[config.mk]
export PLATFORM = sky130hd
export DESIGN_NAME = supply_voltage_detect_control
export DESIGN_NICKNAME = d
export VERILOG_FILES = /design/src/svd_pkg.sv /design/src/supply_voltage_detect_control.sv
export VERILOG_INCLUDE_DIRS = /design/src /design/src/src
export SDC_FILE = /design/constraint.sdc
export NUM_CORES = 1
export LEC_CHECK = 0
export BUFFER_PORTS_ARGS = -buffer_cell sky130_fd_sc_hd__buf_2
export CAP_MARGIN = 15
export CELL_PAD_IN_SITES_DETAIL_PLACEMENT = 1
export CELL_PAD_IN_SITES_GLOBAL_PLACEMENT = 1
export CORE_AREA = 4 4 81 83
export CTS_CLUSTER_DIAMETER = 100
export DETAILED_ROUTE_END_ITERATION = 12
export DIE_AREA = 0 0 85 87
export GPL_ROUTABILITY_DRIVEN = 0
export PLACE_DENSITY = 0.83
export SLEW_MARGIN = 10
export SYNTH_ARGS = -nofsm -noshare
export SYNTH_HDL_FRONTEND = slang
export SYNTH_SLANG_ARGS = --single-unit
[constraint.sdc]
create_clock -name clock -period 1.9 [get_ports clock]
set_input_delay 0.19 -clock clock [delete_from_list [all_inputs] [get_ports clock]]
set_output_delay 0.19 -clock clock [all_outputs]
set_load 0.02 [all_outputs]
[src/svd_params.svh]
// register map, field positions and level codes of the supply level detector
`ifndef SVD_PARAMS_SVH
`define SVD_PARAMS_SVH
`define SVD_CTRL_ADDR  16'h1800
`define SVD_CLR_ADDR   16'h1804
`define SVD_SET_ADDR   16'h1808
`define SVD_INV_ADDR   16'h180c
`define SVD_STAT_ADDR  16'h1810
`define SVD_MASK_ADDR  16'h1814
`define SVD_ON_BIT     15
`define SVD_DIR_BIT    11
`define SVD_BG_BIT     10
`define SVD_ONE_BIT    9
`define SVD_EVT_BIT    8
`define SVD_GATE_BIT   7
`define SVD_LVL_MSB    3
`define SVD_LVL_LSB    0
`define SVD_LVL_EXT    4'hf
`define SVD_LVL_HI     4'ha
`define SVD_LVL_LO     4'h4
`define SVD_INT_EVT    0
`define SVD_INT_BG     1
`define SVD_INT_W      2
`define SVD_RST_CTRL   32'h0000_0000
`endif

[src/svd_pkg.sv]
// types shared by the supply level detector control block
package svd_pkg;
   typedef struct packed {
      logic [15:0] addr;
      logic [31:0] wdata;
      logic        wr;
      logic        rd;
   } bus_req_t;

   typedef enum logic [1:0] {OP_WRITE, OP_CLR, OP_SET, OP_INV} alias_op_t;

   typedef struct packed {
      logic       enable;
      logic       dir;
      logic [3:0] level;
      logic       extSel;
   } analog_cfg_t;

   typedef struct packed {
      logic        on;
      logic        dir;
      logic        gate;
      logic [3:0]  level;
      logic        evt;
      logic        aboveS1;
      logic        aboveS2;
      logic        belowS1;
      logic        belowS2;
      logic        bgS1;
      logic        bgS2;
      logic        bgPrev;
      logic [1:0]  intStatus;
      logic [1:0]  intMask;
      logic [31:0] rdata;
   } state_t;
endpackage

[src/supply_voltage_detect_control.sv]
// control, status and event logic of the supply level detector
// What this block does
// - while enabled, a detection event blocks flash programming.
// - a detection event is signalled as a non-maskable interrupt request.
// - control bit 15 enables the detector except its band-gap status, reset value 0.
// - bit 11 picks the event: 1 supply at or above trip, 0 at or below.
// - bit 10 shows band-gap stable, readable also while disabled.
// - bit 9 always reads 1 and ignores writes.
// - bit 8 is the hardware-managed event flag, 1 while the event is on.
// - writing 1 to bit 7 with bit 15 set opens the comparator gate, sticky until disable.
// - bit 7 resets to 0 and is held 0 while the detector is off.
// - bits 3..0 pick the trip level; 1111 external, 1010..0100 internal.
// - clear, set and invert aliases at +0x4, +0x8, +0xc apply a mask.
// - bits 31..16, 14..12 and 6..4 read 0 and ignore writes.
//
// The plain strobed port was chosen for this implementation.
`timescale 1ns/1ps
`include "svd_params.svh"

module supply_voltage_detect_control (
   input  wire logic              clock,
   input  wire logic              rst,
   input  wire svd_pkg::bus_req_t busIn,
   output logic [31:0]            rdata,
   input  wire logic              supplyAtOrAbove,
   input  wire logic              supplyAtOrBelow,
   input  wire logic              bandgapStableIn,
   output svd_pkg::analog_cfg_t   analogCfg,
   output logic                   compGateOpen,
   output logic                   nmiReq,
   output logic                   flashProgInhibit,
   output logic                   irq
);
   import svd_pkg::*;

   state_t st_ff;
   state_t nxt_st;

   // writable control bits only; everything else is rebuilt on read
   localparam logic [31:0] CTRL_WMASK = (32'h1 << `SVD_ON_BIT)
      | (32'h1 << `SVD_DIR_BIT) | (32'h1 << `SVD_GATE_BIT)
      | (32'hf << `SVD_LVL_LSB);

   function automatic logic [31:0] ctrlWord(input state_t s);
      logic [31:0] w;
      w = 32'h0;
      w[`SVD_ON_BIT]  = s.on;
      w[`SVD_DIR_BIT] = s.dir;
      w[`SVD_BG_BIT]  = s.bgS2;
      w[`SVD_ONE_BIT] = 1'b1;
      w[`SVD_EVT_BIT] = s.evt;
      w[`SVD_GATE_BIT] = s.gate;
      w[`SVD_LVL_MSB:`SVD_LVL_LSB] = s.level;
      return w;
   endfunction

   function automatic logic [31:0] applyAlias(input logic [31:0] old,
                                              input logic [31:0] data,
                                              input alias_op_t   op);
      logic [31:0] r;
      r = old;
      case (op)
         OP_WRITE: r = data;
         OP_CLR:   r = old & ~data;
         OP_SET:   r = old | data;
         OP_INV:   r = old ^ data;
         default:  r = old;
      endcase
      return r;
   endfunction

   function automatic logic levelValid(input logic [3:0] lvl);
      // reserved codes never raise an event
      return (lvl == `SVD_LVL_EXT)
         || ((lvl >= `SVD_LVL_LO) && (lvl <= `SVD_LVL_HI));
   endfunction

   logic        ctlHit;
   alias_op_t   ctlOp;
   logic [31:0] oldCtl;
   logic [31:0] newCtl;
   logic        cond;
   logic [1:0]  intSet;

   always_comb begin
      ctlHit = 1'b1;
      ctlOp  = OP_WRITE;
      case (busIn.addr)
         `SVD_CTRL_ADDR: ctlOp = OP_WRITE;
         `SVD_CLR_ADDR:  ctlOp = OP_CLR;
         `SVD_SET_ADDR:  ctlOp = OP_SET;
         `SVD_INV_ADDR:  ctlOp = OP_INV;
         default:        ctlHit = 1'b0;
      endcase

      nxt_st = st_ff;
      // first stages feed only the second stages
      nxt_st.aboveS1 = supplyAtOrAbove;
      nxt_st.aboveS2 = st_ff.aboveS1;
      nxt_st.belowS1 = supplyAtOrBelow;
      nxt_st.belowS2 = st_ff.belowS1;
      nxt_st.bgS1    = bandgapStableIn;
      nxt_st.bgS2    = st_ff.bgS1;
      nxt_st.bgPrev  = st_ff.bgS2;

      // the analog side reports both relations; equal supply sets both
      cond = st_ff.dir ? st_ff.aboveS2 : st_ff.belowS2;
      nxt_st.evt = st_ff.on && st_ff.gate && levelValid(st_ff.level)
         && cond;

      oldCtl = ctrlWord(st_ff) & CTRL_WMASK;
      newCtl = applyAlias(oldCtl, busIn.wdata & CTRL_WMASK, ctlOp);
      if (busIn.wr && ctlHit) begin
         nxt_st.on    = newCtl[`SVD_ON_BIT];
         nxt_st.dir   = newCtl[`SVD_DIR_BIT];
         nxt_st.level = newCtl[`SVD_LVL_MSB:`SVD_LVL_LSB];
         // a zero never clears the gate; only disabling does
         nxt_st.gate  = newCtl[`SVD_ON_BIT]
            && (st_ff.gate || newCtl[`SVD_GATE_BIT]);
      end
      if (!nxt_st.on) begin
         nxt_st.gate = 1'b0;
      end

      if (busIn.wr && (busIn.addr == `SVD_MASK_ADDR)) begin
         nxt_st.intMask = busIn.wdata[`SVD_INT_W-1:0];
      end

      intSet = '0;
      intSet[`SVD_INT_EVT] = nxt_st.evt && !st_ff.evt;
      intSet[`SVD_INT_BG]  = st_ff.bgPrev && !st_ff.bgS2;
      // read clears, but a set in the same cycle survives
      if (busIn.rd && (busIn.addr == `SVD_STAT_ADDR)) begin
         nxt_st.intStatus = intSet;
      end else begin
         nxt_st.intStatus = st_ff.intStatus | intSet;
      end

      nxt_st.rdata = 32'h0;
      if (busIn.rd) begin
         if (ctlHit) begin
            nxt_st.rdata = ctrlWord(st_ff);
         end else if (busIn.addr == `SVD_STAT_ADDR) begin
            nxt_st.rdata = {30'h0, st_ff.intStatus};
         end else if (busIn.addr == `SVD_MASK_ADDR) begin
            nxt_st.rdata = {30'h0, st_ff.intMask};
         end
      end
   end

   always_ff @(posedge clock or posedge rst) begin
      if (rst) begin
         st_ff <= '0;
      end else begin
         st_ff <= nxt_st;
      end
   end

   assign rdata            = st_ff.rdata;
   assign analogCfg.enable = st_ff.on;
   assign analogCfg.dir    = st_ff.dir;
   assign analogCfg.level  = st_ff.level;
   assign analogCfg.extSel = (st_ff.level == `SVD_LVL_EXT);
   assign compGateOpen     = st_ff.gate;
   assign nmiReq           = st_ff.evt;
   // flag drops one edge after disable, so the enable is ANDed in to end the inhibit with it
   assign flashProgInhibit = st_ff.evt && st_ff.on;
   assign irq              = |(st_ff.intStatus & st_ff.intMask);
endmodule // supply_voltage_detect_control

== Word-level counts from Yosys, hierarchy flattened ==
Index checks and enable logic that the tools add are counted.

* Flip-flop bits (word level): 51
* Input port bits: 55
* Logic and storage cells: 63

* Order comparisons: 2
* Eq/ne operators: 11
* Mux-type cells: 11
* Bitwise logic cells: 6
* Reduce and logical (&&, ||, !) cells: 18

{| class="wikitable"
|+ Operators by type and width
! cell !! number
|-
| == test 16 x 13 -> 1 bit (second input constant) || 6
|-
| one-hot mux 16 bit (4 select lines) || 1
|-
| 2-to-1 mux 16 bit || 2
|-
| bitwise AND 16 bit || 1
|-
| NOT 16 bit || 1
|-
| OR 16 bit || 1
|-
| XOR 16 bit || 1
|-
| logical AND 1 bit || 11
|-
| 2-to-1 mux 7 bit || 1
|-
| 2-to-1 mux 2 bit || 3
|-
| one-hot mux 2 bit (3 select lines) || 1
|-
| == test 2 bit (second input constant) || 2
|-
| == test 4 bit (second input constant) || 1
|-
| >= comparator 4 x 3 -> 1 bit (second input constant) || 1
|-
| less-or-equal comparator 4 bit (second input constant) || 1
|-
| OR reduction 4 bit || 1
|-
| 2-to-1 mux 1 bit || 3
|-
| bitwise AND 2 bit || 1
|-
| == test 2 x 1 -> 1 bit (second input constant) || 1
|-
| zero test 1 bit || 2
|-
| zero test 2 bit || 1
|-
| logical OR 1 bit || 2
|-
| inequality test 2 x 1 -> 1 bit (second input constant) || 1
|-
| OR 2 bit || 1
|-
| OR reduction 2 bit || 1
|}

== Logic depth before layout (Yosys ltp) ==
* Depth in word-level cells: 8
* Gate-level depth with buffers: 6

== Least setup slack after synthesis ==
No wires, ideal clock.

* Path type: register to register
* Start point: register st_ff (netlist bit compGateOpen)
* End point: register st_ff (netlist bit compGateOpen)
* Arrival: 1.439 ns
* Setup slack: 0.341 ns
* Cell stages (with the launch flop): 6
* Buffers on the path: 0
* Period minus slack after synthesis: 1.559 ns
* Path through: dfrtp_1 -> inv_1 -> ha_1 -> mux4_2 -> nand3_1 -> o21ai_2

* Longest elaborated chain between the ends: 6
* Elaborated cells between the ends (all ways): 8

{| class="wikitable"
|+ Ends and longest elaborated chain
! item !! line !! RTL
|-
| start: declaration || supply_voltage_detect_control.sv:36 || <nowiki>state_t st_ff;</nowiki>
|-
| start signal: assignment || supply_voltage_detect_control.sv:155 || <nowiki>st_ff <= nxt_st;</nowiki>
|-
| XOR 16 bit, or another cell as far along || supply_voltage_detect_control.sv:66 || <nowiki>OP_INV: r = old ^ data;</nowiki>
|-
| one-hot mux 16 bit (4 select lines) || supply_voltage_detect_control.sv:62 || <nowiki>case (op)</nowiki>
|-
| logical OR 1 bit (*) || supply_voltage_detect_control.sv:119 || <nowiki>&& (st_ff.gate || newCtl[`SVD_GATE_BIT]);</nowiki>
|-
| logical AND 1 bit (*) || supply_voltage_detect_control.sv:118 || <nowiki>nxt_st.gate = newCtl[`SVD_ON_BIT]</nowiki>
|-
| 2-to-1 mux 7 bit (*) || supply_voltage_detect_control.sv:113 || <nowiki>if (busIn.wr && ctlHit) begin</nowiki>
|-
| 2-to-1 mux 1 bit (*) || supply_voltage_detect_control.sv:121 || <nowiki>if (!nxt_st.on) begin</nowiki>
|}

Mark *: on every way between the ends. The rest lies on a longest branch, timed or not. The select of a mux whose other input is x is not followed.
A chain may end at the register's enable or synchronous reset.

== Worst setup path after layout ==
* Start point: register st_ff (netlist bit analogCfg[6])
* End point: register st_ff (netlist bit compGateOpen)

* Longest elaborated chain between the ends: 5
* Elaborated cells between the ends (all ways): 8

{| class="wikitable"
|+ Ends and longest elaborated chain
! item !! line
|-
| XOR 16 bit, or another cell as far along || supply_voltage_detect_control.sv:66
|-
| one-hot mux 16 bit (4 select lines) || supply_voltage_detect_control.sv:62
|-
| logical AND 1 bit || supply_voltage_detect_control.sv:118
|-
| 2-to-1 mux 7 bit (*) || supply_voltage_detect_control.sv:113
|-
| 2-to-1 mux 1 bit || supply_voltage_detect_control.sv:121
|}

Marked as above.

==> flow_summary_export.csv <==
group,metric,value,unit
outcome,status,"finished clean",
pwr,ir_drop,0.314,mV
job,max-cap-violations,0,
critical_path,cpMaxStageDelayCell,"or4_4",
route,routedWlPerCell,14.4,um
pwr,combPwrFrac,0.129,
cells_and_area,area_growth,12.5,%
cells_and_area,final_cell_mix,"buf_2, dfrtp_1, conb_1",
pwr,intPower,0.000968,W
route,firstDrtPassIters,4,
cells_and_area,fill_cells,706,
logic_synthesis,yosysSeqAreaShare,0.385,
clock_tree,htreeDepth,2,
floorplan,start_util,0.322,
cells_and_area,final_area,0.00212,mm2
clock_tree,cts.sinks,29,
global_routing,grt_pass1_vias,1462,
sta,fin_crit_sh,0.850,
logic_synthesis,synth-seq-cells,29,
critical_path,path_max_fanout,4,
route,vias_per_cell,4.51,
global_routing,grt-ovfl-total,0,
global_routing,antenna_found_initial,0,
clock_tree,clk_pin_slew,60,ps
critical_path,end_kind,"flop",
pwr,p_switching,0.000323,W
sta,finalHoldViolations,0,
cells_and_area,drive_gt1_frac,0.304,
critical_path,critPathMaxStageDelay,410,ps
sta,fmax,0.619,GHz
sta,hold_ws,22.7,ps
global_routing,met2_usage,0.218,
route,post-route-drc-count,0,
pwr,p_leak,1.10,nW
floorplan,die_w,85,um
clock_tree,cts_buffer_depth,2,
sta,finClkSkew,4.50,ps
clock_tree,cts_tree,"yes",
global_routing,grt_pass1_wl,7.11,mm
cells_and_area,antenna_cells,0,
clock_tree,tritoncts.num_buffers,5,
sta,slew_viol_final,0,
route,wirelength,4.41,mm
critical_path,cp_cell_sequence,"inv_1 > ha_1 > or4_4 > a2bb2oi_2 > mux2i_2 > o21ai_2",
logic_synthesis,async_flop_share,1.00,
sta,finalSetupTns,0,ps
logic_synthesis,synth_cells,190,
floorplan,core,0.00585,mm2
pwr,p_total,0.00129,W
pwr,pwr-share-seq,0.487,
logic_synthesis,synth_cell_type_count,36,
pwr,pwr-share-clk,0.384,
clock_tree,cts_root_buffer,"clkbuf_8",
pwr,p_sw_frac,0.250,
cells_and_area,nets,299,
critical_path,crit_arrival,1820,ps
logic_synthesis,syn_area_per_cell,9.92,um2
floorplan,rows,28,
sta,setup_viol,0,
placement,io_buffers,50,
placement,hpwlAfterDp,3.52,mm
global_routing,grt_max_degree,30,
floorplan,die-area,0.00740,mm2
critical_path,cp_data_required_time,2100,ps
clock_tree,clkLatencyLatePin,270,ps
placement,place_area,0.00202,mm2
global_routing,grt_util_all_layers,0.120,
logic_synthesis,synth_edf_count,0,
pwr,p_per_area,609,mW/mm2
cells_and_area,final_common_cell,"buf_2",
logic_synthesis,ys_warn_count,0,
logic_synthesis,synth_area,0.00188,mm2
critical_path,start_kind,"flop",
clock_tree,cts-resized-gates,0,
critical_path,critical_path_class,"reg -> reg",
floorplan,ios,98,
min_path,hold_path_class,"in -> reg",
route,ant_nets,0,
global_routing,grtUsageMet3,0.0255,
route,vias,1375,
sta,min_period,1620,ps
sta,grt_setup_unrepaired,"false",
logic_synthesis,synth_ff_type,"dfrtp_1",
floorplan,fp.dieH,87,um
global_routing,grtUsageMet1,0.143,
route,drtIter0Drc,60,
global_routing,busiest_layer,"met2",
per-layer routing:
layer / wire length [um] / up-vias / part of all wire
li1: - / 658 / -
met1: 1770 / 667 / 0.40
met2: 2350 / 44 / 0.53
met3: 222 / 6 / 0.050
met4: 57 / 0 / 0.013
met5: 0 / - / 0
worst max-delay path: cells and delay by family, from the launching register on:
| family | cells | cell delay, ps |
|---|---|---|
| fa+ha+maj | 1 | 200 |
| buf+inv | 1 | 120 |
| flops | 1 | 400 |
| compound gates | 2 | 300 |
| mux | 1 | 110 |
| simple gates | 1 | 410 |
final timing paths:
kind | start | to | slack [ps] | cells past startpoint
worst max-delay path | analogCfg[6] | compGateOpen | 280 | 6
worst min-delay path | supplyAtOrAbove | nxt_st[41] | 20 | 1
worst max register to register | analogCfg[6] | compGateOpen | 280 | 6
worst min register to register | nxt_st[39] | st_ff[39] | 350 | 0
max in group asynchronous | rst | rdata[9] | 1100 | 4
min in group asynchronous | rst | nxt_st[41] | 530 | 4
metrics by stage:
step / cells / setup WS [ps] / utilization
floorplan: 211 / 341 / -
global placement: 297 / 301 / 0.346
detailed placement: 297 / 279 / 0.346
CTS: 305 / 266 / 0.362
global route: 305 / 131 / 0.362
finish: 305 / 285 / 0.362
cell usage after synthesis, types with 2 or more instances:
cell / n / area (um2)
mux2_1: 2 / 22.5
nor4b_1: 2 / 17.5
nor4_1: 2 / 12.5
nand4_1: 2 / 12.5
buf_4: 39 / 293
a31oi_1: 5 / 31.3
ha_1: 14 / 175
dfrtp_1: 29 / 726
a22oi_1: 5 / 37.5
nand3_1: 7 / 35.0
nor4b_4: 2 / 47.6
inv_1: 19 / 71.3
o21ai_0: 5 / 25.0
a22o_1: 3 / 26.3
nor3_1: 8 / 40.0
nand2_1: 6 / 22.5
nor2_1: 14 / 52.6
mux2i_1: 5 / 50.1
a21boi_0: 2 / 15.0
clkbuf_1: 3 / 11.3
final cells by class:
type | count | area (um2) | area share
Multi-Input combinational cell | 119 | 846 | 0.399
Sequential cell | 29 | 726 | 0.342
Timing Repair Buffer | 56 | 298 | 0.140
Inverter | 19 | 71.3 | 0.0336
Tap cell | 75 | 93.8 | 0.0442
Clock buffer | 7 | 86.3 | 0.0407
sequential cells by signal, summed over array words and instances, names as in the netlist:
| name | cells |
|---|---|
| compGateOpen | 1 |
| nmiReq | 1 |
| rdata | 10 |
| analogCfg | 6 |
| nxt_st | 4 |
| st_ff | 7 |
repair_timing:
action,4_1_cts,5_1_grt
hold buffers,1,0
hold endpoints to repair,29,0
buffers inserted,0,0
kinds of logic (layout without fill, tap and decap cells):
family	count (synthesis)	in the layout	share of synthesized area
buf+inv	63	82	0.208
simple gates	50	50	0.159
flops	29	29	0.385
compound gates	22	22	0.0843
fa+ha+maj	14	14	0.0930
mux	10	10	0.0637
other cells	1	22	0.00199
xor+xnor	1	1	0.00465
power by group through the flow:
stage,registers (W),logic (W),clock network (W)
floorplan,0.000638,0.000141,0
detailed placement,0.000640,0.000165,0
finish,0.000629,0.000167,0.000496
global route,0.000629,0.000185,0.000542
CTS,0.000629,0.000168,0.000510
global placement,0.000639,0.000159,0
No activity file was read; power rests on OpenSTA's default activity.
